==> config.mk <==
export PLATFORM = sky130hd
export DESIGN_NAME = quadrature_position_input
export DESIGN_NICKNAME = d
export VERILOG_FILES = /design/src/hdl/quad_pkg.sv /design/src/hdl/quadrature_position_input.sv /design/src/hdl/quad_sync.sv
export SDC_FILE = /design/constraint.sdc
export NUM_CORES = 1
export LEC_CHECK = 0
export BUFFER_PORTS_ARGS = -buffer_cell sky130_fd_sc_hd__clkbuf_2
export CELL_PAD_IN_SITES_DETAIL_PLACEMENT = 0
export CELL_PAD_IN_SITES_GLOBAL_PLACEMENT = 1
export CORE_MARGIN = 5
export CORE_UTILIZATION = 46
export CTS_CLUSTER_DIAMETER = 50
export DETAILED_ROUTE_END_ITERATION = 6
export GPL_TIMING_DRIVEN = 0
export PLACE_DENSITY_LB_ADDON = 0.1
export SYNTH_ARGS = -nofsm -noshare
export SYNTH_HDL_FRONTEND = slang
export SYNTH_SLANG_ARGS = --single-unit
==> constraint.sdc <==
create_clock -name clock -period 8.6 [get_ports clock]
set_input_delay 0.43 -clock clock [delete_from_list [all_inputs] [get_ports clock]]
set_output_delay 0.43 -clock clock [all_outputs]
set_load 0.02 [all_outputs]
==> src/hdl/quad_pkg.sv <==
package quad_pkg;

    // pulse multiplication codes
    localparam logic [1:0] MULT_X1 = 2'h0;
    localparam logic [1:0] MULT_X2 = 2'h1;
    localparam logic [1:0] MULT_X4 = 2'h2;

    // timing
    localparam int CLK_PERIOD_NS   = 10;
    localparam int STUCK_TIME_NS   = 1200;
    localparam int STUCK_CYCLES    = STUCK_TIME_NS / CLK_PERIOD_NS;
    localparam int SYNC_STAGES     = 2;

    // reset values
    localparam logic [31:0] POS_RESET = 32'h0000_0000;

    // raw encoder lines, differential receiver outputs
    typedef struct packed {
        logic a;
        logic b;
        logic z;
    } enc_lines_t;

    // per-line open (tri-state) indication from receivers
    typedef struct packed {
        logic a_open;
        logic b_open;
        logic z_open;
    } enc_open_t;

    // fault summary
    typedef struct packed {
        logic stuck;
        logic open_line;
        logic ext_fault;
    } fault_t;

endpackage

==> src/hdl/quadrature_position_input.sv <==
`timescale 1ns/1ns
// Overview of operation
// pulse multiplication selectable as x1, x2 or x4 on counting channels.
// encoder keeps counting edges at least 150 ns apart, max 1 MHz.
// direction reversal counts correctly even with zero edge spacing.
// encoder keeps reference transitions 100 ns clear of counting edges.
// any channel unchanged for 1.2 us or longer raises a fault.
// low level on the fault input means measuring-system error.
// tri-stated encoder output stages are reported as an error.
// open fault input reads high, meaning no error.
// counting direction reversible by a configuration input, no rewiring.
// encoder channels must never be swapped to reverse direction.
// direction follows which quadrature channel leads in phase.
// inputs synchronised before edge detection; count latched on reference.
module quadrature_position_input
    import quad_pkg::*;
#(
    parameter int POS_WIDTH  = 32,
    parameter int STUCK_CNT  = STUCK_CYCLES
) (
    // clock and reset
    input  wire logic                 clock,
    input  wire logic                 sys_rst,
    // encoder lines
    input  wire enc_lines_t           enc_in,
    input  wire enc_open_t            enc_open,
    input  wire logic                 fault_in_n,
    // configuration
    input  wire logic [1:0]           mult_sel,
    input  wire logic                 dir_invert,
    // results
    output logic [POS_WIDTH-1:0]      position,
    output logic [POS_WIDTH-1:0]      ref_position,
    output logic                      ref_seen,
    output logic                      count_pulse,
    output logic                      count_up,
    output fault_t                    fault
);
    localparam int SW = 7;
    localparam int CW = $clog2(STUCK_CNT + 1);

    // refuse widths and windows the logic cannot serve, at elaboration
    if (POS_WIDTH < 2 || POS_WIDTH > 64) begin : g_bad_pos_width
        $error("quadrature_position_input: bad POS_WIDTH");
    end
    if (STUCK_CNT < 2) begin : g_bad_stuck_cnt
        $error("quadrature_position_input: STUCK_CNT too small");
    end

    // synchronised copies of every encoder input; the fault line goes
    // through inverted so the cleared synchroniser reads as healthy and
    // no false fault follows reset
    logic [SW-1:0] sync_v;
    quad_sync #(.WIDTH(SW)) u_sync (
        .clock    (clock),
        .sys_rst  (sys_rst),
        .async_in ({enc_in.a, enc_in.b, enc_in.z, enc_open.a_open,
                    enc_open.b_open, enc_open.z_open, ~fault_in_n}),
        .sync_out (sync_v)
    );

    logic a_s;
    logic b_s;
    logic z_s;
    logic open_any;
    logic fault_n_s;
    assign a_s       = sync_v[6];
    assign b_s       = sync_v[5];
    assign z_s       = sync_v[4];
    assign open_any  = |sync_v[3:1];
    assign fault_n_s = ~sync_v[0];

    // decode one transition of the 2-bit gray state: +1, -1 or none
    function automatic logic [1:0] step_of(input logic [1:0] prv,
                                           input logic [1:0] cur);
        logic [1:0] fwd;
        fwd = {prv[0], ~prv[1]};
        if (cur == prv)
            step_of = 2'b00;
        else if (cur == fwd)
            step_of = 2'b01;
        else if (prv == {cur[0], ~cur[1]})
            step_of = 2'b11;
        else
            step_of = 2'b00; // both lines moved: illegal, ignored
    endfunction

    // previous sampled state
    logic [1:0]           ab_q;
    logic [1:0]           ab_d;
    logic                 z_q;
    logic                 z_d;
    logic [POS_WIDTH-1:0] pos_q;
    logic [POS_WIDTH-1:0] pos_d;
    logic [POS_WIDTH-1:0] ref_q;
    logic [POS_WIDTH-1:0] ref_d;
    logic                 seen_q;
    logic                 seen_d;
    logic                 pulse_q;
    logic                 pulse_d;
    logic                 up_q;
    logic                 up_d;
    logic [1:0]           step;
    logic                 take;
    logic                 up_raw;

    // counting: every edge decoded, multiplication selects which count
    always_comb begin
        ab_d   = {a_s, b_s};
        z_d    = z_s;
        step   = step_of(ab_q, {a_s, b_s});
        up_raw = (step == 2'b01) ^ dir_invert;
        // x4 counts all edges, x2 only edges of a, x1 only rising a going forward and falling a going back
        unique case (mult_sel)
            MULT_X2: take = step[0] && (a_s != ab_q[1]);
            MULT_X1: take = step[0] && (a_s != ab_q[1]) &&
                            (up_raw ^ dir_invert ? a_s : ~a_s);
            default: take = step[0];
        endcase
        pos_d   = pos_q;
        pulse_d = take;
        up_d    = take ? up_raw : up_q;
        // each edge judged on its own, so a reversal right after
        // the previous edge still counts the right way
        if (take)
            pos_d = up_raw ? pos_q + 1'b1 : pos_q - 1'b1;
        ref_d  = ref_q;
        seen_d = seen_q;
        if (z_s && !z_q) begin
            ref_d  = pos_d;
            seen_d = 1'b1;
        end
    end

    always_ff @(posedge clock) begin
        if (sys_rst) begin
            ab_q    <= 2'h0;
            z_q     <= 1'b0;
            pos_q   <= POS_RESET[POS_WIDTH-1:0];
            ref_q   <= POS_RESET[POS_WIDTH-1:0];
            seen_q  <= 1'b0;
            pulse_q <= 1'b0;
            up_q    <= 1'b0;
        end else begin
            ab_q    <= ab_d;
            z_q     <= z_d;
            pos_q   <= pos_d;
            ref_q   <= ref_d;
            seen_q  <= seen_d;
            pulse_q <= pulse_d;
            up_q    <= up_d;
        end
    end

    // phase watchdog: each line must toggle within the stuck window
    logic [CW-1:0] cnt_a_q;
    logic [CW-1:0] cnt_a_d;
    logic [CW-1:0] cnt_b_q;
    logic [CW-1:0] cnt_b_d;
    logic [CW-1:0] cnt_z_q;
    logic [CW-1:0] cnt_z_d;
    fault_t        fault_q;
    fault_t        fault_d;

    function automatic logic [CW-1:0] watch(input logic [CW-1:0] c,
                                            input logic moved);
        if (moved)
            watch = '0;
        else if (c < CW'(STUCK_CNT))
            watch = c + 1'b1;
        else
            watch = c;
    endfunction

    // a standing encoder trips this too; the limitation is documented
    always_comb begin
        cnt_a_d = watch(cnt_a_q, a_s != ab_q[1]);
        cnt_b_d = watch(cnt_b_q, b_s != ab_q[0]);
        cnt_z_d = watch(cnt_z_q, z_s != z_q);
        fault_d.stuck = (cnt_a_d >= CW'(STUCK_CNT)) ||
                        (cnt_b_d >= CW'(STUCK_CNT)) ||
                        (cnt_z_d >= CW'(STUCK_CNT));
        fault_d.open_line = open_any;
        // an open pin is pulled high outside, high means healthy
        fault_d.ext_fault = ~fault_n_s; // see R06
    end

    always_ff @(posedge clock) begin
        if (sys_rst) begin
            cnt_a_q <= '0;
            cnt_b_q <= '0;
            cnt_z_q <= '0;
            fault_q <= '0;
        end else begin
            cnt_a_q <= cnt_a_d;
            cnt_b_q <= cnt_b_d;
            cnt_z_q <= cnt_z_d;
            fault_q <= fault_d;
        end
    end

    assign position     = pos_q;
    assign ref_position = ref_q;
    assign ref_seen     = seen_q;
    assign count_pulse  = pulse_q;
    assign count_up     = up_q;
    assign fault        = fault_q;
endmodule

==> src/hdl/quad_sync.sv <==
`timescale 1ns/1ns
// two flip-flop synchroniser for a bundle of levels
module quad_sync
    import quad_pkg::*;
#(
    parameter int WIDTH = 7
) (
    // clock and reset
    input  wire logic             clock,
    input  wire logic             sys_rst,
    // levels
    input  wire logic [WIDTH-1:0] async_in,
    output logic      [WIDTH-1:0] sync_out
);
    logic [WIDTH-1:0] meta_q;
    logic [WIDTH-1:0] meta_d;
    logic [WIDTH-1:0] sync_q;
    logic [WIDTH-1:0] sync_d;

    // refuse a bundle the logic cannot hold, at elaboration
    if (WIDTH < 1) begin : g_bad_width
        $error("quad_sync: WIDTH must be at least 1");
    end

    // first stage feeds only the second stage
    always_comb begin
        meta_d = async_in;
        sync_d = meta_q;
    end

    always_ff @(posedge clock) begin
        if (sys_rst) begin
            meta_q <= '0;
            sync_q <= '0;
        end else begin
            meta_q <= meta_d;
            sync_q <= sync_d;
        end
    end

    assign sync_out = sync_q;
endmodule

==> results of run 1 <==
per-stage QoR:
| stage | setup WS [ns] | instance area (µm²) | util (%) | hold WS [ns] |
|---|---|---|---|---|
| floorplan | 4.759 | 5345 | - | 0.4138 |
| global placement | 3.763 | 5929 | 51.93 | 0.4213 |
| detailed placement | 3.671 | 5929 | 51.93 | 0.4233 |
| CTS | 3.637 | 6246 | 54.70 | 0.2090 |
| global route | 3.283 | 6246 | 54.70 | 0.1998 |
| finish | 3.580 | 6246 | 54.70 | 0.2196 |
state kept, by name, summed over array words and instances, names as in the netlist:
signal	count
count_pulse	1
ref_position	32
u_sync.sync_out	7
cnt_a_q	7
cnt_b_q	7
z_q	1
fault	3
count_up	1
position	32
ab_q	2
ref_seen	1
u_sync.meta_q	7
cnt_z_q	7
worst paths after layout:
path | startpoint | cells past startpoint | end
worst max-delay path | u_sync.sync_out[5]$_SDFF_PP0_ | 17 | ref_position[26]$_SDFFE_PP0P_
worst max register to register | u_sync.sync_out[5]$_SDFF_PP0_ | 17 | ref_position[26]$_SDFFE_PP0P_
worst min register to register | u_sync.meta_q[2]$_SDFF_PP0_ | 1 | u_sync.sync_out[2]$_SDFF_PP0_
worst min-delay path | fault_in_n | 2 | u_sync.meta_q[0]$_SDFF_PP0_
cells in the final DEF (no fill, tap or decap), types with 3 or more instances in the layout:
cell	Yosys	routed
buf_2	4	4
nor2_1	102	102
o21a_1	3	3
nand2_1	32	32
clkbuf_2	0	81
o21ai_0	13	13
inv_1	5	5
clkbuf_1	43	43
ha_1	5	5
a21boi_0	3	3
or4_1	5	5
nor3_1	28	28
a211oi_1	20	20
and3_1	19	19
mux2i_1	12	12
mux2_2	4	4
dfxtp_1	108	108
nor4_1	26	26
o22ai_1	3	3
o211ai_1	3	3
xnor2_1	24	24
nor2b_1	20	20
clkbuf_16	0	9
or3b_2	4	4
buf_1	3	3
a21oi_1	28	28
xor2_1	17	17
a31oi_1	6	6
nand4_1	19	19
nand2b_1	7	7
nor3b_1	7	7
nand3_1	30	30
or3_1	11	11
cell families after synthesis:
logic type	count (synthesis)
and+or+nand+nor	330
DFF	108
AOI/OAI and AO/OA	96
buffers and inverters	56
xor gates and xnor gates	41
muxes	16
adders and majority gates	5
cell type report:
class,instances,area [µm²]
buffer,51,203.9
fill,1163,5172
timing repair buffer,81,405.4
inverter,5,18.77
tap,143,178.9
multi-input combinational,488,2960
clock inverter,6,77.57
clock buffer,10,239.0
sequential,108,2162
power by group through the flow:
stage	combinational (mW)	clock (mW)	sequential, mW
after global placement	0.370	0	0.571
after CTS	0.374	0.451	0.561
after floorplan	0.238	0	0.598
after global routing	0.411	0.477	0.567
after detailed placement	0.373	0	0.573
final	0.378	0.443	0.561
routing by layer:
| metal | global-route usage [%] | routed length [µm] | vias to the layer above |
|---|---|---|---|
| met3 | 4.853 | 790 | 14 |
| met4 | 5.663 | 192 | 0 |
| met1 | 30.56 | 7347 | 2404 |
| li1 | - | - | 2522 |
| met5 | 0 | 0 | - |
| met2 | 35.82 | 7451 | 131 |
==> impl_results.md, run 1 <==
- Via count: 5071
- Total CTS buffers: 9
- DR iter-0 viols: 275
- Fin cells: 892
- Worst-Skew Late Latency: 0.36 ns
- ANT nets after route: 0
- Via/cell ratio: 5.685
- Combinational power share: 27.3%
- Yosys warning count: 0
- GRT Total Usage: 22.34%
- Synthesized area: 5345 µm²
- Cell family with most CP delay: simple AND/OR/NAND/NOR gates
- Clock Sinks: 108
- WP data required: 8.87 ns
- Worst Path Max Fanout: 10
- Die Ht: 117.8 µm
- Simple-gate share of the synthesized area: 32.56%
- Fin. max-slew vios: 0
- XOR/XNOR share of the synthesized area: 6.718%
- H-tree depth: 3
- Crit-path cells: xnor2_1 > or3_1 > clkbuf_1 > nand2_1 > buf_2 > buf_2 > buf_2 > xnor2_1 > ha_1 > nor4_1 > and4b_1 > clkbuf_1 > nand2_1 > o221ai_1 > mux2_2 > and3_1 > nor4_1
- Drc violations: 0
- Clock Skew: 0.01488 ns
- GPL Wtd Cong: 0.9288
- IO buf count: 81
- Compound-Gate Fraction of Synth Area: 11.84%
- Post-route clock period utilization: 58.37%
- CTS tree: yes
- HPWL reported at the end of detailed placement: 11.81 mm
- CTS Hold Bufs: 0
- Cell taking the most area after synthesis: dfxtp_1
- Root buffer cell: clkbuf_16
- #FFs+latches synth: 108
- Max-cap violations: 0
- Seq pwr share: 40.6%
- Drt pass-1 iters: 5
- WP buf/inv: 5
- Area of the die: 13880 µm²
- Critical path's slowest cell: nor4_1
- Switching share of power: 34.53%
- Rel. slew slack: 43.29%
- Cells after DPL: 876
- Prevailing post-synth register cell: dfxtp_1
- Most used cell, CP: buf_2
- Status: complete, no violations
- Layout cells sized above 1: 16.02%
- P_int: 0.9046 mW
- Worst-Margin Slew: 0.8507 ns
- Initial antenna violation count: 0
- Vias in the first global route: 4850
- Post-synthesis mux area share: 3.090%
- Fmax achieved: 199.2 MHz
- First-pass GRT wire length: 25.46 mm
- Gate Count Post-Synth: 652
- TNS Setup: 0 ns
- Setup-failing EPs final: 0
- Setup bufs post-CTS: 0
- Startpoint Class: flop
- Cell Pwr Density: 221.2 nW/µm²
- CP arrival: 5.29 ns
- Starting Density: 46.81%
- Register area share after synthesis: 40.45%
- Reg2Reg Setup Slack: 3.58 ns
- Net Sw Power: 0.4771 mW
- Horiz. Die Dim: 117.8 µm
- Clock buffer depth: 2
- Layout Nets: 761
- Critical path class: reg -> reg
- Most numerous cell in the Yosys netlist: dfxtp_1
- Antenna diode count: 0
- FFs w/ async S/R, synth: 0%
- Final hold viol count: 0
- Combinational family with the most area after synthesis: simple AND/OR/NAND/NOR gates
- Synth unique cells: 58
- Total gr overflow: 0
- Endpoint class of the critical path: flop
- Synth Area in Adders: 1.170%
- Post-Syn Nets: 669
- Area Overhead vs Synth: 16.85%
- Post-layout power: 1.382 mW
- Routed wire per std cell: 17.69 µm
- Peak supply drop: 0.2566 mV
- Critical path's largest stage delay: 0.51 ns
- Unrepaired setup endpoints after global routing: false
- Top cells by count, synth: dfxtp_1, nor2_1, clkbuf_1
- Worst Hold Class: in -> reg
- Largest net degree at the start of global routing: 20
- Crit path time final: 5.020 ns
- Avg Inst Size Synth: 8.198 µm²
- Row count: 39
- Leakage: 2.427 nW
- Yosys top cell area share: 40.45%
- Cts repair resizes: 0
- IO Pins: 82
- Post-synth EDFFs: 0
- Clk pwr share: 32.0%
- Core Box Area: 11420 µm²
- Clock slew at reported path FFs: 0.08 ns
- Total wire length: 15.78 mm
- Dominant cells by area after synthesis: dfxtp_1, nor2_1, xnor2_1
(Power assumes the default switching activity.)
==> run 2: changes to the inputs <==
--- a/config.mk
+++ b/config.mk
@@ -9,7 +9,7 @@
 export CELL_PAD_IN_SITES_DETAIL_PLACEMENT = 0
 export CELL_PAD_IN_SITES_GLOBAL_PLACEMENT = 1
 export CORE_MARGIN = 5
-export CORE_UTILIZATION = 46
+export CORE_UTILIZATION = 42
 export CTS_CLUSTER_DIAMETER = 50
 export DETAILED_ROUTE_END_ITERATION = 6
 export GPL_TIMING_DRIVEN = 0
==> constraint.sdc (replaced) <==
create_clock -name clock -period 5.2 [get_ports clock]
set_input_delay 0.26 -clock clock [delete_from_list [all_inputs] [get_ports clock]]
set_output_delay 0.26 -clock clock [all_outputs]
set_load 0.02 [all_outputs]
==> impl_results.md, run 2 (synthesized netlist as in run 1, its figures left out) <==
- P_int: 1.443 mW (was 0.9046 mW)
- Antenna diode count: 0 (unchanged)
- Worst-Margin Slew: 0.9134 ns (was 0.8507 ns)
- Switching share of power: 35.84% (was 34.53%)
- Area of the die: 15080 µm² (was 13880 µm²)
- Fmax achieved: 210.5 MHz (was 199.2 MHz)
- Drc violations: 0 (unchanged)
- Crit path time final: 4.752 ns (was 5.020 ns)
- GPL Wtd Cong: 0.9380 (was 0.9288)
- FILL cells: 1230 (was 1163)
- Max-cap violations: 0 (unchanged)
- Rel. slew slack: 39.11% (was 43.29%)
- Combinational power share: 27.9% (was 27.3%)
- Final core utilization: 49.90% (was 54.70%)
- Area Overhead vs Synth: 17.32% (was 16.85%)
- Vias in the first global route: 4756 (was 4850)
- TNS Setup: 0 ns (unchanged)
- Initial antenna violation count: 0 (unchanged)
- CP arrival: 5.02 ns (was 5.29 ns)
- Via/cell ratio: 5.582 (was 5.685)
- Clk pwr share: 30.8% (was 32.0%)
- Fin. max-slew vios: 0 (unchanged)
- Row count: 41 (was 39)
- GRT Total Usage: 21.19% (was 22.34%)
- Layout cells sized above 1: 16.15% (was 16.02%)
- Net Sw Power: 0.8058 mW (was 0.4771 mW)
- Crit path setup slack, layout: 0.4484 ns (was 3.580 ns)
- Root buffer cell: clkbuf_16 (unchanged)
- ANT nets after route: 0 (unchanged)
- Routed wire per std cell: 17.26 µm (was 17.69 µm)
- Drt pass-1 iters: 6 (was 5)
- Cts repair resizes: 0 (unchanged)
- Commonest non-fill, non-tap cell in the layout: dfxtp_1 (unchanged)
- Cell Pwr Density: 358.6 nW/µm² (was 221.2 nW/µm²)
- Clock slew at reported path FFs: 0.08 ns (about the same)
- IO Pins: 82 (unchanged)
- Worst Hold Class: in -> reg (unchanged)
- Post-route clock period utilization: 91.38% (was 58.37%)
- IO buf count: 81 (unchanged)
- Die Ht: 122.8 µm (was 117.8 µm)
- Status: complete, no violations (unchanged)
- Via count: 5141 (was 5071)
- Peak supply drop: 0.1600 mV (was 0.2566 mV)
- Layout Nets: 761 (unchanged)
- Largest net degree at the start of global routing: 22 (was 20)
- Most frequent cells in the layout: dfxtp_1, nor2_1, clkbuf_2 (unchanged)
- Leakage: 2.423 nW (was 2.427 nW)
- Seq pwr share: 41.3% (was 40.6%)
- H-tree depth: 3 (unchanged)
- Clock Skew: 0.01281 ns (was 0.01488 ns)
- Starting Density: 42.53% (was 46.81%)
- Critical path class: reg -> reg (unchanged)
- Setup bufs post-CTS: 0 (unchanged)
- HPWL reported at the end of detailed placement: 11.92 mm (was 11.81 mm)
- WP data required: 5.47 ns (was 8.87 ns)
- Worst-Skew Late Latency: 0.36 ns (about the same)
- Horiz. Die Dim: 122.8 µm (was 117.8 µm)
- Worst Path Max Fanout: 10 (unchanged)
- Startpoint Class: flop (unchanged)
- Total CTS buffers: 9 (unchanged)
- First-pass GRT wire length: 24.91 mm (was 25.46 mm)
- Final hold viol count: 0 (unchanged)
- Setup-failing EPs final: 0 (unchanged)
- Clock Sinks: 108 (unchanged)
- Dpl ws: 0.3921 ns (was 3.671 ns)
- Endpoint class of the critical path: flop (unchanged)
- Total gr overflow: 0 (unchanged)
- DR iter-0 viols: 353 (was 275)
- Clock buffer depth: 2 (unchanged)
- CTS tree: yes (unchanged)
- CTS Hold Bufs: 0 (unchanged)
- Core Box Area: 12570 µm² (was 11420 µm²)
- Unrepaired setup endpoints after global routing: false (unchanged)
- Total wire length: 15.90 mm (was 15.78 mm)
## run 2: power groups by stage
stage | Clock, mW | Sequential, mW | Combinational [mW]
after floorplan | 0 | 0.988 | 0.393
after global placement | 0 | 0.945 | 0.615
after detailed placement | 0 | 0.947 | 0.619
after CTS | 0.712 | 0.928 | 0.622
after global routing | 0.746 | 0.936 | 0.688
final | 0.692 | 0.929 | 0.628
## run 2: layout make-up
| cell class | instances | area [µm²] | share of cell area [%] |
|---|---|---|---|
| clock inverter | 7 | 73.82 | 1.177 |
| buffer | 51 | 203.9 | 3.252 |
| timing repair buffer | 81 | 405.4 | 6.464 |
| tap | 172 | 215.2 | 3.432 |
| clock buffer | 9 | 225.2 | 3.591 |
| inverter | 5 | 18.77 | 0.2993 |
| multi-input combinational | 488 | 2967 | 47.31 |
| sequential | 108 | 2162 | 34.48 |
## run 2: path summary, 6_finish.rpt
kind / from / end / slack, ns / cells past startpoint
setup / recovery: u_sync.sync_out[6]$_SDFF_PP0_ / ref_position[30]$_SDFFE_PP0P_ / 0.45 / 16
hold / removal: fault_in_n / u_sync.meta_q[0]$_SDFF_PP0_ / 0.06 / 2
setup reg to reg: u_sync.sync_out[6]$_SDFF_PP0_ / ref_position[30]$_SDFFE_PP0P_ / 0.45 / 16
hold reg to reg: u_sync.meta_q[0]$_SDFF_PP0_ / u_sync.sync_out[0]$_SDFF_PP0_ / 0.43 / 1
## run 2: metrics by stage
stage / total power, mW / hold WS [ns] / instance area, µm² / instances
6_report: 2.249 / 0.05705 / 6271 / 921
5_1_grt: 2.370 / 0.05360 / 6271 / 921
4_1_cts: 2.262 / 0.04959 / 6265 / 921
3_5_place_dp: 1.567 / 0.4275 / 5966 / 905
3_3_place_gp: 1.560 / 0.4183 / 5966 / 905
2_1_floorplan: 1.382 / 0.3324 / 5345 / 652
## run 2: critical path, stage by stage (launching register included)
cell	delay, ns
dfxtp_1	0.36
xor2_1	0.23
or3_1	0.36
clkbuf_1	0.17
nand2_1	0.17
buf_2	0.28
buf_2	0.29
buf_2	0.30
xnor2_1	0.15
ha_1	0.30
nand3_1	0.13
nor3_1	0.28
and3_1	0.27
o221ai_1	0.31
or4_1	0.65
and4b_1	0.23
nor4_1	0.17
## run 2: layer usage
layer	vias up	share of wire, %	GRT usage (%)
met3	21	6.5	4.562
met5	-	0	0
met4	0	1.5	6.438
li1	2521	-	-
met2	177	46	33.11
met1	2422	46	29.31
